### src/include/service_pkg.sv
// Shared constants for the interrupt service sequencer
package service_pkg;

  // -------------------------------------------------------------------
  // Source counts and priority layout
  // -------------------------------------------------------------------
  localparam int unsigned NUM_SRC         = 23;
  localparam int unsigned NUM_EXT         = 4;
  localparam logic [4:0]  FIRST_MASK_PRIO = 5'h04;
  localparam logic [4:0]  RESET_PRIO      = 5'h03;
  localparam logic [4:0]  BREAK_PRIO      = 5'h1b;
  // Source index of each external pin (ext0, ext1, counter 0, counter 1)
  localparam logic [19:0] EXT_MAP         = {5'h12, 5'h11, 5'h03, 5'h02};

  // -------------------------------------------------------------------
  // Vector table: low byte at even address, high byte one above
  // -------------------------------------------------------------------
  localparam logic [15:0] VEC_TOP         = 16'hfffe;
  localparam logic [15:0] VEC_RESET       = 16'hfffa;
  localparam logic [15:0] VEC_COUNTER_PIN_ONE_EVENT       = 16'hffd4;
  localparam logic [15:0] VEC_OBE         = 16'hffce;
  localparam logic [15:0] VEC_KEY         = 16'hffcc;

  // -------------------------------------------------------------------
  // Stack and status layout
  // -------------------------------------------------------------------
  localparam logic [7:0]  STACK_PAGE      = 8'h01;
  localparam logic [7:0]  SP_RESET        = 8'hff;
  localparam int unsigned PSR_I_BIT       = 2;

  // -------------------------------------------------------------------
  // Register map (byte addresses)
  // -------------------------------------------------------------------
  localparam logic [11:0] REQ_OFF         = 12'h000;
  localparam logic [11:0] EN_OFF          = 12'h004;
  localparam logic [11:0] POL_OFF         = 12'h008;
  localparam logic [11:0] CTRL_OFF        = 12'h00c;
  localparam logic [11:0] SP_OFF          = 12'h010;
  localparam logic [11:0] STAT_OFF        = 12'h014;
  localparam logic [22:0] EN_RESET        = 23'h000000;
  localparam logic [3:0]  POL_RESET       = 4'hf;

  // -------------------------------------------------------------------
  // Service latency window in instruction cycles
  // -------------------------------------------------------------------
  localparam int unsigned LAT_MIN_CYC     = 7;
  localparam int unsigned LAT_MAX_CYC     = 23;

endpackage

### src/logic/interrupt_service_sequencer.sv
// Interrupt polling, entry and return sequencing with APB registers
// What this block does
// - pending requests are sampled only at each instruction start pulse
// - maskable service needs request bit, enable bit set and inhibit flag clear
// - with inhibit set only break or user reset can start service
// - event to routine start takes 7 to 23 instruction cycles
// - service suspends the stream; return resumes at the next instruction
// - entry pushes program counter high, program counter low, then status
// - each push writes at stack pointer, then decrements it by one
// - entry sets the inhibit flag
// - entry clears the serviced source's request bit by hardware
// - after pushes program counter loads from the source's vector
// - return pops status, program counter low, program counter high
// - restoring status on return clears the inhibit flag
// - counter pin one event is priority 22, vector ffd4/ffd5
// - host output buffer empty event is priority 25, vector ffce/ffcf
// - key-on wake-up is lowest priority 26, vector ffcc/ffcd, top bit
// - request sets on event, clears on service or software zero write
// - 23 maskable sources plus software break and non-maskable reset vector
// - polarity bit per external input selects its triggering edge
module interrupt_service_sequencer #(
  parameter int unsigned N = service_pkg::NUM_SRC
) (
  // Clock, reset, enable
  input  wire logic        pclk,
  input  wire logic        presetn,
  input  wire logic        ce,
  // APB slave
  input  wire logic        psel,
  input  wire logic        penable,
  input  wire logic        pwrite,
  input  wire logic [11:0] paddr,
  input  wire logic [31:0] pwdata,
  output logic      [31:0] prdata,
  output logic             pready,
  output logic             pslverr,
  // Event sources
  input  wire logic [N-1:0] src_evt,
  input  wire logic [3:0]   ext_pin,
  // CPU instruction sequencer
  input  wire logic        insn_start,
  input  wire logic        software_break_instruction,
  input  wire logic        return_from_service_instruction,
  input  wire logic [15:0] pc_in,
  input  wire logic [7:0]  psr_in,
  output logic             cpu_hold,
  output logic             pc_load,
  output logic      [15:0] pc_out,
  output logic             psr_load,
  output logic      [7:0]  psr_out,
  output logic             i_flag,
  // Memory port for stack and vector accesses
  input  wire logic        mem_ready,
  input  wire logic [7:0]  mem_rdata,
  output logic             mem_rd,
  output logic             mem_wr,
  output logic      [15:0] mem_addr,
  output logic      [7:0]  mem_wdata
);

  typedef enum logic [3:0] {
    ST_IDLE     = 4'h0,
    ST_PUSH_PCH = 4'h1,
    ST_PUSH_PCL = 4'h2,
    ST_PUSH_PSR = 4'h3,
    ST_VEC_LO   = 4'h4,
    ST_VEC_HI   = 4'h5,
    ST_POP_PSR  = 4'h6,
    ST_POP_PCL  = 4'h7,
    ST_POP_PCH  = 4'h8
  } state_t;

  typedef struct packed {
    state_t      st;
    logic [4:0]  src;
    logic [15:0] pc_save;
    logic [7:0]  psr_save;
    logic [7:0]  sp;
    logic        ifl;
    logic [N-1:0] en;
    logic [3:0]  pol;
    logic [15:0] vec_addr;
    logic [7:0]  lo_byte;
    logic        mem_rd;
    logic        mem_wr;
    logic [15:0] mem_addr;
    logic [7:0]  mem_wdata;
    logic        hold;
    logic        pc_load;
    logic [15:0] pc_out;
    logic        psr_load;
    logic [7:0]  psr_out;
    logic [31:0] prdata;
    logic        pready;
    logic        pslverr;
  } seq_t;

  seq_t         s_q;
  seq_t         s_d;
  logic [N-1:0] req;
  logic [N-1:0] svc_clr;
  logic         sw_req_wr;

  // ---------------------------------------------------------------------
  // Helpers
  // ---------------------------------------------------------------------

  // Vector low address falls by two per priority step
  function automatic logic [15:0] vec_of(input logic [4:0] prio);
    vec_of = service_pkg::VEC_TOP - {10'h000, prio - 5'h01, 1'b0};
  endfunction

  // Lowest set index, which is the smallest priority number
  function automatic logic [4:0] first_set(input logic [N-1:0] v);
    first_set = 5'h00;
    for (int i = N - 1; i >= 0; i--)
    begin
      if (v[i])
      begin
        first_set = 5'(i);
      end
    end
  endfunction

  // ---------------------------------------------------------------------
  // Request bits
  // ---------------------------------------------------------------------
  source_request_bank #(
    .N     (N),
    .EXT_N (service_pkg::NUM_EXT)
  ) u_bank (
    .pclk    (pclk),
    .presetn (presetn),
    .ce      (ce),
    .evt     (src_evt),
    .ext_pin (ext_pin),
    .pol     (s_q.pol),
    .svc_clr (svc_clr),
    .sw_wr   (sw_req_wr),
    .sw_data (pwdata[N-1:0]),
    .req_q   (req)
  );

  // Request register writes take effect only at the access edge
  assign sw_req_wr = psel && penable && pwrite && s_q.pready
                     && (paddr == service_pkg::REQ_OFF);

  // ---------------------------------------------------------------------
  // Next state: APB, then sequencer, then memory port outputs
  // ---------------------------------------------------------------------
  always_comb
  begin
    logic         setup;
    logic         wr_acc;
    logic [N-1:0] pend;
    s_d = s_q;
    svc_clr = '0;
    setup = psel && !penable;
    wr_acc = psel && penable && pwrite && s_q.pready;
    pend = req & s_q.en;
    s_d.pc_load = 1'b0;
    s_d.psr_load = 1'b0;

    // Zero wait state slave: answer registered in the setup cycle
    s_d.pready = setup;
    s_d.pslverr = 1'b0;
    s_d.prdata = 32'h00000000;
    if (setup && !pwrite)
    begin
      unique case (paddr)
        service_pkg::REQ_OFF:  s_d.prdata = {9'h000, req};
        service_pkg::EN_OFF:   s_d.prdata = {9'h000, s_q.en};
        service_pkg::POL_OFF:  s_d.prdata = {28'h0000000, s_q.pol};
        service_pkg::CTRL_OFF: s_d.prdata = {31'h00000000, s_q.ifl};
        service_pkg::SP_OFF:   s_d.prdata = {24'h000000, s_q.sp};
        service_pkg::STAT_OFF: s_d.prdata = {19'h00000, s_q.hold, 3'h0, s_q.src, s_q.st};
        default:               s_d.pslverr = 1'b1;
      endcase
    end
    else if (setup)
    begin
      s_d.pslverr = !(paddr inside {service_pkg::REQ_OFF, service_pkg::EN_OFF,
                                    service_pkg::POL_OFF, service_pkg::CTRL_OFF,
                                    service_pkg::SP_OFF, service_pkg::STAT_OFF});
    end
    if (wr_acc)
    begin
      unique case (paddr)
        service_pkg::EN_OFF:   s_d.en = pwdata[N-1:0];
        service_pkg::POL_OFF:  s_d.pol = pwdata[3:0];
        service_pkg::CTRL_OFF: s_d.ifl = pwdata[0];
        // Moving the stack under a running sequence would corrupt it
        service_pkg::SP_OFF:   s_d.sp = (s_q.st == ST_IDLE) ? pwdata[7:0] : s_q.sp;
        default:               s_d.sp = s_d.sp;
      endcase
    end

    // Sequencer
    unique case (s_q.st)
      ST_IDLE:
      begin
        if (insn_start)
        begin
          if (return_from_service_instruction)
          begin
            s_d.st = ST_POP_PSR;
            s_d.sp = s_q.sp + 8'h01;
            s_d.hold = 1'b1;
          end
          else if (software_break_instruction || (!s_q.ifl && |pend))
          begin
            // Break is not masked by the inhibit flag
            if (software_break_instruction)
            begin
              s_d.vec_addr = vec_of(service_pkg::BREAK_PRIO);
            end
            else
            begin
              s_d.src = first_set(pend);
              svc_clr[first_set(pend)] = 1'b1;
              s_d.vec_addr = vec_of(first_set(pend) + service_pkg::FIRST_MASK_PRIO);
            end
            s_d.pc_save = pc_in;
            s_d.psr_save = psr_in;
            s_d.ifl = 1'b1;
            // Six cycles to pc_load with a ready memory; the CPU adds the rest
            s_d.st = ST_PUSH_PCH;
            s_d.hold = 1'b1;
          end
        end
      end
      ST_PUSH_PCH, ST_PUSH_PCL, ST_PUSH_PSR:
      begin
        if (mem_ready)
        begin
          s_d.sp = s_q.sp - 8'h01;
          s_d.st = state_t'(s_q.st + 4'h1);
        end
      end
      ST_VEC_LO:
      begin
        if (mem_ready)
        begin
          s_d.lo_byte = mem_rdata;
          s_d.st = ST_VEC_HI;
        end
      end
      ST_VEC_HI, ST_POP_PCH:
      begin
        if (mem_ready)
        begin
          s_d.pc_out = {mem_rdata, s_q.lo_byte};
          s_d.pc_load = 1'b1;
          s_d.hold = 1'b0;
          s_d.st = ST_IDLE;
        end
      end
      ST_POP_PSR:
      begin
        if (mem_ready)
        begin
          s_d.psr_out = mem_rdata;
          s_d.psr_out[service_pkg::PSR_I_BIT] = 1'b0;
          s_d.psr_load = 1'b1;
          s_d.ifl = 1'b0;
          s_d.sp = s_q.sp + 8'h01;
          s_d.st = ST_POP_PCL;
        end
      end
      ST_POP_PCL:
      begin
        if (mem_ready)
        begin
          s_d.lo_byte = mem_rdata;
          s_d.sp = s_q.sp + 8'h01;
          s_d.st = ST_POP_PCH;
        end
      end
      default:
      begin
        s_d.st = ST_IDLE;
        s_d.hold = 1'b0;
      end
    endcase

    // Memory strobes follow the next state so they leave a flip-flop
    s_d.mem_rd = 1'b0;
    s_d.mem_wr = 1'b0;
    s_d.mem_addr = {service_pkg::STACK_PAGE, s_d.sp};
    s_d.mem_wdata = 8'h00;
    unique case (s_d.st)
      ST_PUSH_PCH:
      begin
        s_d.mem_wr = 1'b1;
        s_d.mem_wdata = s_d.pc_save[15:8];
      end
      ST_PUSH_PCL:
      begin
        s_d.mem_wr = 1'b1;
        s_d.mem_wdata = s_d.pc_save[7:0];
      end
      ST_PUSH_PSR:
      begin
        s_d.mem_wr = 1'b1;
        s_d.mem_wdata = s_d.psr_save;
      end
      ST_VEC_LO:
      begin
        s_d.mem_rd = 1'b1;
        s_d.mem_addr = s_d.vec_addr;
      end
      ST_VEC_HI:
      begin
        s_d.mem_rd = 1'b1;
        s_d.mem_addr = s_d.vec_addr + 16'h0001;
      end
      ST_POP_PSR, ST_POP_PCL, ST_POP_PCH:
      begin
        s_d.mem_rd = 1'b1;
      end
      default:
      begin
        s_d.mem_rd = 1'b0;
      end
    endcase
  end

  // Reset starts the non-maskable reset vector fetch at once
  always_ff @(posedge pclk or negedge presetn)
  begin
    if (!presetn)
    begin
      s_q <= '0;
      s_q.st <= ST_VEC_LO;
      s_q.sp <= service_pkg::SP_RESET;
      s_q.ifl <= 1'b1;
      s_q.en <= service_pkg::EN_RESET;
      s_q.pol <= service_pkg::POL_RESET;
      s_q.vec_addr <= service_pkg::VEC_RESET;
      s_q.mem_rd <= 1'b1;
      s_q.mem_addr <= service_pkg::VEC_RESET;
      s_q.hold <= 1'b1;
    end
    else if (ce)
    begin
      s_q <= s_d;
    end
  end

  // Outputs straight from the state register
  assign prdata    = s_q.prdata;
  assign pready    = s_q.pready;
  assign pslverr   = s_q.pslverr;
  assign cpu_hold  = s_q.hold;
  assign pc_load   = s_q.pc_load;
  assign pc_out    = s_q.pc_out;
  assign psr_load  = s_q.psr_load;
  assign psr_out   = s_q.psr_out;
  assign i_flag    = s_q.ifl;
  assign mem_rd    = s_q.mem_rd;
  assign mem_wr    = s_q.mem_wr;
  assign mem_addr  = s_q.mem_addr;
  assign mem_wdata = s_q.mem_wdata;

  // ---------------------------------------------------------------------
  // Checks
  // ---------------------------------------------------------------------
  property p_poll_only;
    @(posedge pclk) disable iff (!presetn)
    (ce && s_q.st == ST_IDLE && !insn_start) |=> s_q.st == ST_IDLE;
  endproperty
  a_poll_only: assert property (p_poll_only) else $error("left idle without poll");

  property p_take;
    @(posedge pclk) disable iff (!presetn)
    (ce && s_q.st == ST_IDLE && insn_start && !return_from_service_instruction
     && !s_q.ifl && |(req & s_q.en)) |=> (s_q.st == ST_PUSH_PCH && s_q.ifl && cpu_hold);
  endproperty
  a_take: assert property (p_take) else $error("enabled request not taken");

  property p_entry_time;
    @(posedge pclk) disable iff (!presetn)
    (ce && s_q.st == ST_IDLE && insn_start && !return_from_service_instruction
     && (software_break_instruction || (!s_q.ifl && |(req & s_q.en))))
    ##1 (ce && mem_ready)[*5] |=> (pc_load && !cpu_hold);
  endproperty
  a_entry_time: assert property (p_entry_time) else $error("entry too slow");

  property p_inhibit;
    @(posedge pclk) disable iff (!presetn)
    (ce && s_q.st == ST_IDLE && s_q.ifl && !software_break_instruction
     && !return_from_service_instruction) |=> s_q.st == ST_IDLE;
  endproperty
  a_inhibit: assert property (p_inhibit) else $error("maskable taken while inhibited");

  property p_push_order;
    @(posedge pclk) disable iff (!presetn)
    (ce && s_q.st == ST_PUSH_PCH && mem_ready) |=>
      (s_q.st == ST_PUSH_PCL && mem_wdata == s_q.pc_save[7:0]
       && mem_addr == {service_pkg::STACK_PAGE, $past(s_q.sp) - 8'h01});
  endproperty
  a_push_order: assert property (p_push_order) else $error("push order wrong");

  property p_push_dec;
    @(posedge pclk) disable iff (!presetn)
    (ce && mem_wr && mem_ready) |=> s_q.sp == $past(s_q.sp) - 8'h01;
  endproperty
  a_push_dec: assert property (p_push_dec) else $error("stack pointer not decremented");

  property p_svc_clear;
    @(posedge pclk) disable iff (!presetn)
    (|svc_clr) |-> ($onehot(svc_clr) && s_q.st == ST_IDLE && insn_start);
  endproperty
  a_svc_clear: assert property (p_svc_clear) else $error("bad request clear");

  property p_vector;
    @(posedge pclk) disable iff (!presetn)
    (ce && s_q.st == ST_VEC_HI && mem_ready) |=>
      (pc_load && pc_out == {$past(mem_rdata), s_q.lo_byte} && !cpu_hold);
  endproperty
  a_vector: assert property (p_vector) else $error("vector not loaded");

  property p_pop_order;
    @(posedge pclk) disable iff (!presetn)
    (ce && s_q.st == ST_POP_PSR && mem_ready) |=> (s_q.st == ST_POP_PCL && psr_load
      && !i_flag && !psr_out[service_pkg::PSR_I_BIT]);
  endproperty
  a_pop_order: assert property (p_pop_order) else $error("pop order or flag wrong");

  property p_key_vec;
    @(posedge pclk) disable iff (!presetn)
    (s_q.st == ST_VEC_LO && s_q.src == 5'h16 && s_q.vec_addr != service_pkg::VEC_RESET
     && s_q.vec_addr != vec_of(service_pkg::BREAK_PRIO)) |-> mem_addr == service_pkg::VEC_KEY;
  endproperty
  a_key_vec: assert property (p_key_vec) else $error("wake-up vector wrong");

endmodule

### src/logic/source_request_bank.sv
// Sticky request bits with edge-selectable external pin capture
module source_request_bank #(
  parameter int unsigned N     = 23,
  parameter int unsigned EXT_N = 4
) (
  // Clock, reset, enable
  input  wire logic             pclk,
  input  wire logic             presetn,
  input  wire logic             ce,
  // Event sources
  input  wire logic [N-1:0]     evt,
  input  wire logic [EXT_N-1:0] ext_pin,
  input  wire logic [EXT_N-1:0] pol,
  // Clear paths
  input  wire logic [N-1:0]     svc_clr,
  input  wire logic             sw_wr,
  input  wire logic [N-1:0]     sw_data,
  // Request state
  output logic      [N-1:0]     req_q
);

  typedef struct packed {
    logic [EXT_N-1:0] sync1;
    logic [EXT_N-1:0] sync2;
    logic [EXT_N-1:0] prev;
    logic [N-1:0]     req;
  } bank_t;

  bank_t s_q;
  bank_t s_d;

  // Edge detect only on the second sync stage; set beats any clear
  always_comb
  begin
    logic [N-1:0] set;
    logic [N-1:0] clr;
    set = evt;
    clr = svc_clr | (sw_wr ? ~sw_data : '0);
    s_d = s_q;
    s_d.sync1 = ext_pin;
    s_d.sync2 = s_q.sync1;
    s_d.prev = s_q.sync2;
    for (int i = 0; i < EXT_N; i++)
    begin
      if (pol[i] ? (s_q.sync2[i] & ~s_q.prev[i]) : (~s_q.sync2[i] & s_q.prev[i]))
      begin
        set[service_pkg::EXT_MAP[5*i +: 5]] = 1'b1;
      end
    end
    s_d.req = (s_q.req & ~clr) | set;
  end

  // State register, frozen while ce is low
  always_ff @(posedge pclk or negedge presetn)
  begin
    if (!presetn)
    begin
      s_q <= '0;
    end
    else if (ce)
    begin
      s_q <= s_d;
    end
  end

  assign req_q = s_q.req;

endmodule
### config.mk
export PLATFORM = sky130hd
export DESIGN_NAME = interrupt_service_sequencer
export DESIGN_NICKNAME = d
export VERILOG_FILES = /design/src/include/service_pkg.sv /design/src/logic/interrupt_service_sequencer.sv /design/src/logic/source_request_bank.sv
export SDC_FILE = /design/constraint.sdc
export NUM_CORES = 1
export LEC_CHECK = 0
export ABC_CLOCK_PERIOD_IN_PS = 5560
export BUFFER_PORTS_ARGS = -buffer_cell sky130_fd_sc_hd__buf_2
export CAP_MARGIN = 10
export CORE_UTILIZATION = 42
export DETAILED_ROUTE_END_ITERATION = 6
export SYNTH_ARGS = -nofsm -noshare
export SYNTH_HDL_FRONTEND = slang
export SYNTH_SLANG_ARGS = --single-unit
### constraint.sdc
create_clock -name pclk -period 5.56 [get_ports pclk]
set_clock_uncertainty 0.05 [all_clocks]
set_input_delay 1.112 -clock pclk [delete_from_list [all_inputs] [get_ports pclk]]
set_output_delay 1.112 -clock pclk [all_outputs]
set_load 0.02 [all_outputs]
# After elaboration in Yosys (flattened, before gate mapping)

Cells that the tools add are included.

Output and inout port bits: 88
Register bits: 214
Word-level logic and storage cells: 207

Equal/unequal tests: 24
Magnitude comparators: 2
Muxes and demuxes: 92
Bitwise operators: 25
Reduce and logical (&&, ||, !) cells: 31
Add/subtract/negate cells: 7

Operator list:

| operator                                             | number |
|---|---|
| two-way mux 23 bit                                   | 7 |
| two-way mux 5 bit                                    | 29 |
| one-hot mux 23 bit (6 select lines)                  | 1 |
| two-way mux 16 bit                                   | 5 |
| bitwise AND 23 bit                                   | 2 |
| inverter 23 bit                                      | 2 |
| bitwise OR 23 bit                                    | 2 |
| two-way mux 42 bit                                   | 1 |
| two-way mux 8 bit                                    | 5 |
| two-way mux 36 bit                                   | 1 |
| two-way mux 33 bit                                   | 1 |
| equality test 4 x 3 -> 1 bit, second input constant  | 8 |
| two-way mux 32 bit                                   | 1 |
| one-hot mux 16 bit (2 select lines)                  | 1 |
| one-hot mux 8 bit (4 select lines)                   | 1 |
| two-way mux 29 bit                                   | 1 |
| two-way mux 4 bit                                    | 7 |
| two-way mux 9 bit                                    | 3 |
| equality test 12 x 4 -> 1 bit, second input constant | 2 |
| equality test 12 x 5 -> 1 bit, second input constant | 2 |
| two-way mux 24 bit                                   | 1 |
| one-hot mux 4 bit (6 select lines)                   | 1 |
| one-hot mux 8 bit (3 select lines)                   | 1 |
| OR reduction 23 bit                                  | 1 |
| other kinds (36)                                     | 95 |

# Depth between registers and ports, before layout

Gate-level depths: netlist of the first run.

Word-level depth: 42
Mapped depth: 15
Gate-level depth less buffers: 14

# Cells and area by module

From an unflattened synthesis of the first run, not the netlist that was laid out.

Cells, all modules: 1,169
Area, all modules: 11,826.3 um^2

By module, submodules not included:

| module                      | instances | cells each | area an instance (um^2) |
|---|---|---|---|
| interrupt_service_sequencer | 1         | 1,010      | 10,062.2 |
| source_request_bank         | 1         | 159        | 1,764.2 |

# Worst setup path after synthesis of the first run

No wires, ideal clock.

Kind: register to register
Start point: register s_q[176] in the netlist's numbering
End point: register mem_addr[8] (netlist name)
Required time: 5.416 ns
Setup time: 0.094 ns
Arrival time: 3.318 ns
Path buffers: 2
Setup slack: 2.098 ns
Stages on the path, launching flop included: 15
Cells stage by stage: dfrtp_1 -> inv_1 -> ha_1 -> or3b_1 -> buf_2 -> nor4b_4 -> nand2_2 -> clkbuf_1 -> o21ai_0 -> ha_1 -> nor3b_2 -> a32oi_1 -> a211oi_1 -> a31oi_1 -> a311oi_1

RTL lines:

| item        | RTL line                          | text |
|---|---|---|
| from (decl) | interrupt_service_sequencer.sv:98 | `seq_t s_q;` |

==> results.toml, run 1 <==
[place]
dp.cells = 1557
gp_congestion = 0.8749
dp_hpwl_um = 22890
port_buffers = 181
pre_cts_slack_ns = 1.276

[min_path]
hp-start = "prdata[21]"
min_path_type = "flip-flop to flip-flop"

[critical_path]
worstPathArrival_ns = 4.65
start_kind = "flip-flop"
critPathKind = "flip-flop to flip-flop"
cpMostUsedCell = "ha_1"
crit_buf_inv = 1
cp.depth = 12
r2r_setup_slack_ns = 1.29
slowest_delay_ns = 0.52
critPathLaunch = "s_q[176]"
crit_chain = "inv_1 > ha_1 > or3b_1 > nor4b_4 > nand2_2 > o21ai_0 > ha_1 > nor3b_2 > a32oi_1 > a211oi_1 > a31oi_1 > a311oi_1"
critPathTopFamily = "simple AND/OR/NAND/NOR gates"
cpMaxStageDelayCell = "or3b_1"
endpoint = "mem_addr[8]"
worstPathRequired_ns = 5.94
endpoint_kind = "flip-flop"
r2r_cells = 12
rr_startpoint = "s_q[176]"
crit_path_max_fanout = 18
r2r_end = "mem_addr[8]"

[timing]
max_slew.worst_pin.slew_ns = 0.9280
final.setup.tns_ns = 0
rsz0062_at_grt = "false"
min_period_ns = 4.267
slew-limit-headroom_pct = 37.99
setup_ws_ns = 1.293
slew_violations = 0
post-route-period-util_pct = 76.74
fmax_ghz = 0.2344
finalSetupViolations = 0
whs_ns = 0.4268
hold_viol = 0

[cts]
clock-sinks = 205
post_cts_resized = 0
cts-hold-fix-buffers = 0
cts_root_buf = "clkbuf_16"
cts.htree.levels = 1
clk_latency_ns = 0.53
cts_buffer_depth = 3
cts_setup_buffers = 0
numCtsBuffers = 25
cts_tree = "done"
path_clk_slew_ns = 0.06

[floorplan]
design.core.area_um2 = 27100
io_pins = 201
fp.dieArea_um2 = 28450
die-height_um = 168.7
start_util_pct = 43.06
die_x_um = 168.7
rows = 60

[pwr]
total_leakage_power_nw = 5.850
ir_worst_vdd_mv = 0.3738
pwr_density_cell_nw_per_um2 = 436.5

[yosys]
yosysSeqAreaShare_pct = 44.43
ys_types = 88
ys_async_sr_fraction_pct = 100.0
syn_area_um2 = 11670
synth-seq-cells = 205
synth_ff_type = "dfrtp_1"
synthCells = 1121
syn_avg_cell_area_um2 = 10.41
ys_warn_count = 0
synth_edf_count = 0

[route]
dr_total_vias = 9155
antenna_left = 0
viasPerCell = 5.711
drc_errors = 0
wl_per_cell_um = 19.85
drt_iter0_drc = 758
routed_wl_um = 31830
drtPass1Iterations = 6

[grt]
grt_max_degree = 89
grt_overflow = 0
antenna_found_initial = 5
grt_pass1_wl_um = 50730
grt_use_total_pct = 22.52
grt_pass1_vias = 8839

[final_layout]
fin_util_pct = 48.62
final.fill_count = 2513
fin_cells = 1603
drive_gt1_share_pct = 33.52
fin_nets = 1339
layout.area.seq_um2 = 5185
multiInputGateArea_um2 = 5580
syn2layout_area_growth_pct = 12.93

[run]
drv_cap = 0

[run_status]
status = "finished, final reports clean"
==> placed cells by master, fill, tap and decap left out, types with 15 or more instances in the layout <==
master | Yosys | layout
a22oi_1 | 18 | 18
a22o_1 | 21 | 21
dfrtp_1 | 161 | 161
a31oi_1 | 18 | 18
nand2b_1 | 16 | 16
a21oi_1 | 19 | 19
nand3_1 | 34 | 33
o21ai_0 | 47 | 47
a211oi_1 | 15 | 15
nand2_1 | 101 | 101
clkbuf_16 | 0 | 25
dfstp_2 | 44 | 44
o221ai_1 | 21 | 21
o2bb2ai_1 | 18 | 18
mux2_2 | 107 | 107
buf_2 | 12 | 180
buf_4 | 81 | 15
nor2_1 | 69 | 69
mux2i_1 | 34 | 34
inv_1 | 21 | 20
==> where the power goes <==
| group | switching (mW) | internal, mW |
|---|---|---|
| Combinational | 1.08 | 0.749 |
| Sequential | 0.310 | 1.94 |
| Clock | 0.636 | 1.03 |
| Total | 2.03 | 3.72 |
==> cells in the mapped netlist, drive strengths merged, types with 6 or more instances <==
cell type,count,area share (%)
and3,10,0.58
nor2,70,2.3
nor4,7,0.43
ha,14,1.5
dfrtp,161,35
o22ai,8,0.43
nand2b,16,0.86
mux2,108,10
mux2i,34,2.9
nor2b,10,0.54
and2,13,0.70
a211oi,16,1.1
a22o,21,1.6
buf,103,6.2
nor3,12,0.56
o21a,6,0.39
nand3,34,1.5
o2bb2ai,18,1.4
dfstp,44,9.9
o211ai,8,0.51
o21ai,49,2.1
a22oi,18,1.2
nand4,7,0.38
a32o,14,1.2
a21oi,20,0.95
o221ai,21,1.6
a31oi,18,0.97
clkbuf,38,1.2
nand2,102,3.3
inv,21,0.68
==> worst register-to-register path: cells and delay by family, from the launching register on <==
family                     cells  cell delay (ns)
AOI/OAI and AO/OA              5             1.37
buffers and inverters          1             0.17
adders and majority gates      2             0.54
and+or+nand+nor                4             1.56
DFF                            1             0.48
==> kinds of logic (layout without fill, tap and decap cells) <==
kind of cell | count (synthesis) | after routing | synth area share [%]
AOI/OAI and AO/OA | 274 | 274 | 17.88
xor gates and xnor gates | 9 | 9 | 0.6755
other | 1 | 12 | 0.03214
muxes | 146 | 146 | 14.14
buffers and inverters | 162 | 261 | 8.074
adders and majority gates | 14 | 14 | 1.501
DFF | 205 | 205 | 44.43
and+or+nand+nor | 310 | 310 | 13.26
==> cell type report <==
cell class | instances | share of cell area [%]
multi-input cells | 763 | 42.35
flip-flops and latches | 205 | 39.35
clock inverters | 6 | 0.8450
diodes | 2 | 0.03798
repair buffers | 196 | 7.795
inverters | 21 | 0.5982
well taps | 372 | 3.532
clock buffers | 38 | 5.498
==> how the worst min path moves through the flow <==
stage                      end  slack (ns)  cells past startpoint
floorplan           prdata[10]        0.41                      1
global placement      psr_load        0.41                      1
detailed placement      mem_wr        0.42                      1
CTS                 prdata[21]        0.43                      1
global route            mem_wr        0.45                      1
finish              prdata[21]        0.43                      1
==> registers in the layout (all words and copies together), names as in the netlist <==
register / flops
cpu_hold: 1
i_flag: 1
mem_addr: 16
mem_rd: 1
mem_wdata: 8
mem_wr: 1
pc_load: 1
pc_out: 16
prdata: 23
pready: 1
pslverr: 1
psr_load: 1
psr_out: 7
s_q: 92
u_bank.req_q: 23
u_bank.s_d: 8
u_bank.s_q: 4
==> metrics by stage <==
stage	cell area, um^2	total power, mW
after floorplan	11700	3.730
after global placement	12340	4.067
after detailed placement	12340	4.102
after CTS	13170	5.796
after global routing	13170	6.083
final	13180	5.752
==> layer usage <==
layer	track usage, %	part of all wire, %	up-vias
met4	6.680	2.4	6
met5	0	0.13	-
met3	5.541	7.7	60
met1	32.58	46	4483
li1	-	-	4262
met2	33.13	43	344
Note: power is estimated with default switching activity, not from simulation.
==> run 2: changes to the inputs <==
--- a/config.mk
+++ b/config.mk
@@ -5,7 +5,8 @@
 export SDC_FILE = /design/constraint.sdc
 export NUM_CORES = 1
 export LEC_CHECK = 0
-export ABC_CLOCK_PERIOD_IN_PS = 5560
+export ABC_AREA = 1
+export ABC_CLOCK_PERIOD_IN_PS = 4120
 export BUFFER_PORTS_ARGS = -buffer_cell sky130_fd_sc_hd__buf_2
 export CAP_MARGIN = 10
 export CORE_UTILIZATION = 42
==> constraint.sdc (replaced) <==
create_clock -name pclk -period 4.12 [get_ports pclk]
set_clock_uncertainty 0.05 [all_clocks]
set_input_delay 0.824 -clock pclk [delete_from_list [all_inputs] [get_ports pclk]]
set_output_delay 0.824 -clock pclk [all_outputs]
set_load 0.02 [all_outputs]
==> run 2 against run 1 <==
Compared with the run above: clock-buffer cell count down 2; cell count increased by 18%; hold slack lost 0.14 ns; register-to-register slack worse by 0.89 ns; critical path type unchanged.
==> results.toml, run 2 <==
[timing]
hold_viol = 0
slew_violations = 0
min_period_ns = 3.714
slew-limit-headroom_pct = 28.10
fmax_ghz = 0.2692
post-route-period-util_pct = 90.15
final.setup.tns_ns = 0
rsz0062_at_grt = "false"
finalSetupViolations = 0
max_slew.worst_pin.slew_ns = 1.071

[final_layout]
drive_gt1_share_pct = 22.68
layout_commonest_cell = "nand2_1"
fin_cells = 1894
fin_util_pct = 48.57
multiInputGateArea_um2 = 4872
largest_reg_flops = 92
syn2layout_area_growth_pct = 13.92
layout.area.seq_um2 = 5185
fin_nets = 1661
final_cell_mix = "353 x nand2_1, 180 x buf_2, 161 x dfrtp_1, 157 x inv_1, 131 x o21ai_0"
final.fill_count = 2687
regMostFlops = "s_q"

[route]
drc_errors = 0
wl_per_cell_um = 17.06
routed_wl_um = 32320
dr_total_vias = 9925
antenna_left = 0
drtPass1Iterations = 5
viasPerCell = 5.240
drt_iter0_drc = 761

[place]
dp_hpwl_um = 23300
gp_congestion = 0.9466
dp.cells = 1849
port_buffers = 181

[grt]
busiest_layer = "met2"
antenna_found_initial = 2
grt_max_degree = 94
met2_usage_pct = 39.95
grtUsageMet1_pct = 30.85
grt_overflow = 0
grt_pass1_wl_um = 51960
met3_usage_pct = 3.640
grt_pass1_vias = 9812
grt_use_total_pct = 23.38

[yosys]
synth_common_cells = "353 x nand2_1, 161 x dfrtp_1, 157 x inv_1"
yosys.area.top_type = "dfrtp_1"
syn_area_um2 = 11460
yosysMostFrequentCell = "nand2_1"
yosysTopAreaCellShare_pct = 35.16
synth_area_leaders = "dfrtp_1 35%, nand2_1 12%, dfstp_2 10%"
yosysSeqAreaShare_pct = 45.25
synth_ff_type = "dfrtp_1"
synthCells = 1423
ys_warn_count = 0
synth-seq-cells = 205
ys_async_sr_fraction_pct = 100.0
ys_types = 59
synth_edf_count = 0
syn_avg_cell_area_um2 = 8.051

[floorplan]
start_util_pct = 42.63
rows = 60
die_x_um = 167.2
design.core.area_um2 = 26880
io_pins = 201
fp.dieArea_um2 = 27940
die-height_um = 167.2

[cts]
post_cts_resized = 0
cts_tree = "done"
clock-sinks = 205
cts.htree.levels = 1
cts-hold-fix-buffers = 0
cts_setup_buffers = 0
cts_buffer_depth = 3
path_clk_slew_ns = 0.06
clk_latency_ns = 0.52
numCtsBuffers = 24
cts_root_buf = "clkbuf_16"

[critical_path]
cpMostUsedCell = "nand2_1"
critPathTopFamily = "simple AND/OR/NAND/NOR gates"
endpoint_kind = "flip-flop"
worstPathRequired_ns = 4.51
worstPathArrival_ns = 4.10
start_kind = "flip-flop"
cpMaxStageDelayCell = "or3b_2"
slowest_delay_ns = 0.49
critPathKind = "flip-flop to flip-flop"
r2r_setup_slack_ns = 0.41
r2r_cells = 35
crit_path_max_fanout = 5
rr_startpoint = "u_bank.req_q[21]"
r2r_end = "mem_addr[13]"
crit_buf_inv = 4

[run]
drv_cap = 0

[pwr]
pwr_density_cell_nw_per_um2 = 579.9
total_leakage_power_nw = 6.576
ir_worst_vdd_mv = 0.4105

[min_path]
min_path_type = "primary input to asynchronous set/reset pin"

[run_status]
status = "finished, final reports clean"
==> run 2: worst max path at each step <==
stage / depth (start not counted) / from / end
6_report: 35 / u_bank.req_q[21] / mem_addr[13]
4_1_cts: 35 / u_bank.req_q[21] / mem_addr[13]
3_3_place_gp: 18 / mem_ready / mem_addr[4]
3_5_place_dp: 18 / mem_ready / mem_addr[4]
5_1_grt: 35 / u_bank.req_q[21] / mem_addr[13]
2_1_floorplan: 35 / u_bank.req_q[21] / mem_addr[13]
==> run 2: routing by layer <==
metal | wire length [um] | part of all wire, %
met1 | 14240 | 44
met2 | 15360 | 48
met3 | 1943 | 6.0
met4 | 760 | 2.4
met5 | 11 | 0.034
==> run 2: through the flow <==
stage               cell area (um^2)  hold slack [ns]  total power [mW]  setup slack, ns
floorplan                      11490           0.3922             4.821           0.9788
global placement               12220           0.4072             5.327           0.4614
detailed placement             12220           0.4058             5.374           0.4112
CTS                            13050           0.3707             7.636           0.4362
global route                   13050           0.3619             8.063         0.008394
finish                         13050           0.2847             7.569           0.4058
==> run 2: cell families (layout without fill, tap and decap cells) <==
kind of cell,Yosys count,after routing,share of synthesized area (%)
buf+inv,299,419,12.56
compound gates,301,301,16.34
xor+xnor,8,8,0.6116
other cells,1,11,0.03273
mux,29,29,2.763
simple gates,566,566,20.91
fa+ha+maj,14,14,1.529
flops,205,205,45.25
==> run 2: worst register-to-register path: cells and delay by family (launching register included) <==
| family | cells | cell delay [ns] |
|---|---|---|
| adder cells (fa/ha/maj) | 1 | 0.20 |
| buffers and inverters | 4 | 0.29 |
| AND/OR/NAND/NOR | 28 | 2.24 |
| flip-flops | 1 | 0.40 |
| AO/OA/AOI/OAI | 2 | 0.43 |
==> run 2: layout make-up <==
cell class,instances,share of cell area (%)
clock buffer,36,5.646
multi-input combinational,928,37.33
clock inverter,8,0.7189
antenna,1,0.01917
timing repair buffer,201,8.253
sequential,205,39.72
inverter,174,5.042
tap,341,3.269
==> run 2: report_power, final <==
group          switching [mW]  total (mW)  internal (mW)
Sequential              0.278        2.85           2.57
Combinational            1.66        2.49          0.836
Clock                   0.865        2.22           1.36
Total                    2.80        7.57           4.77
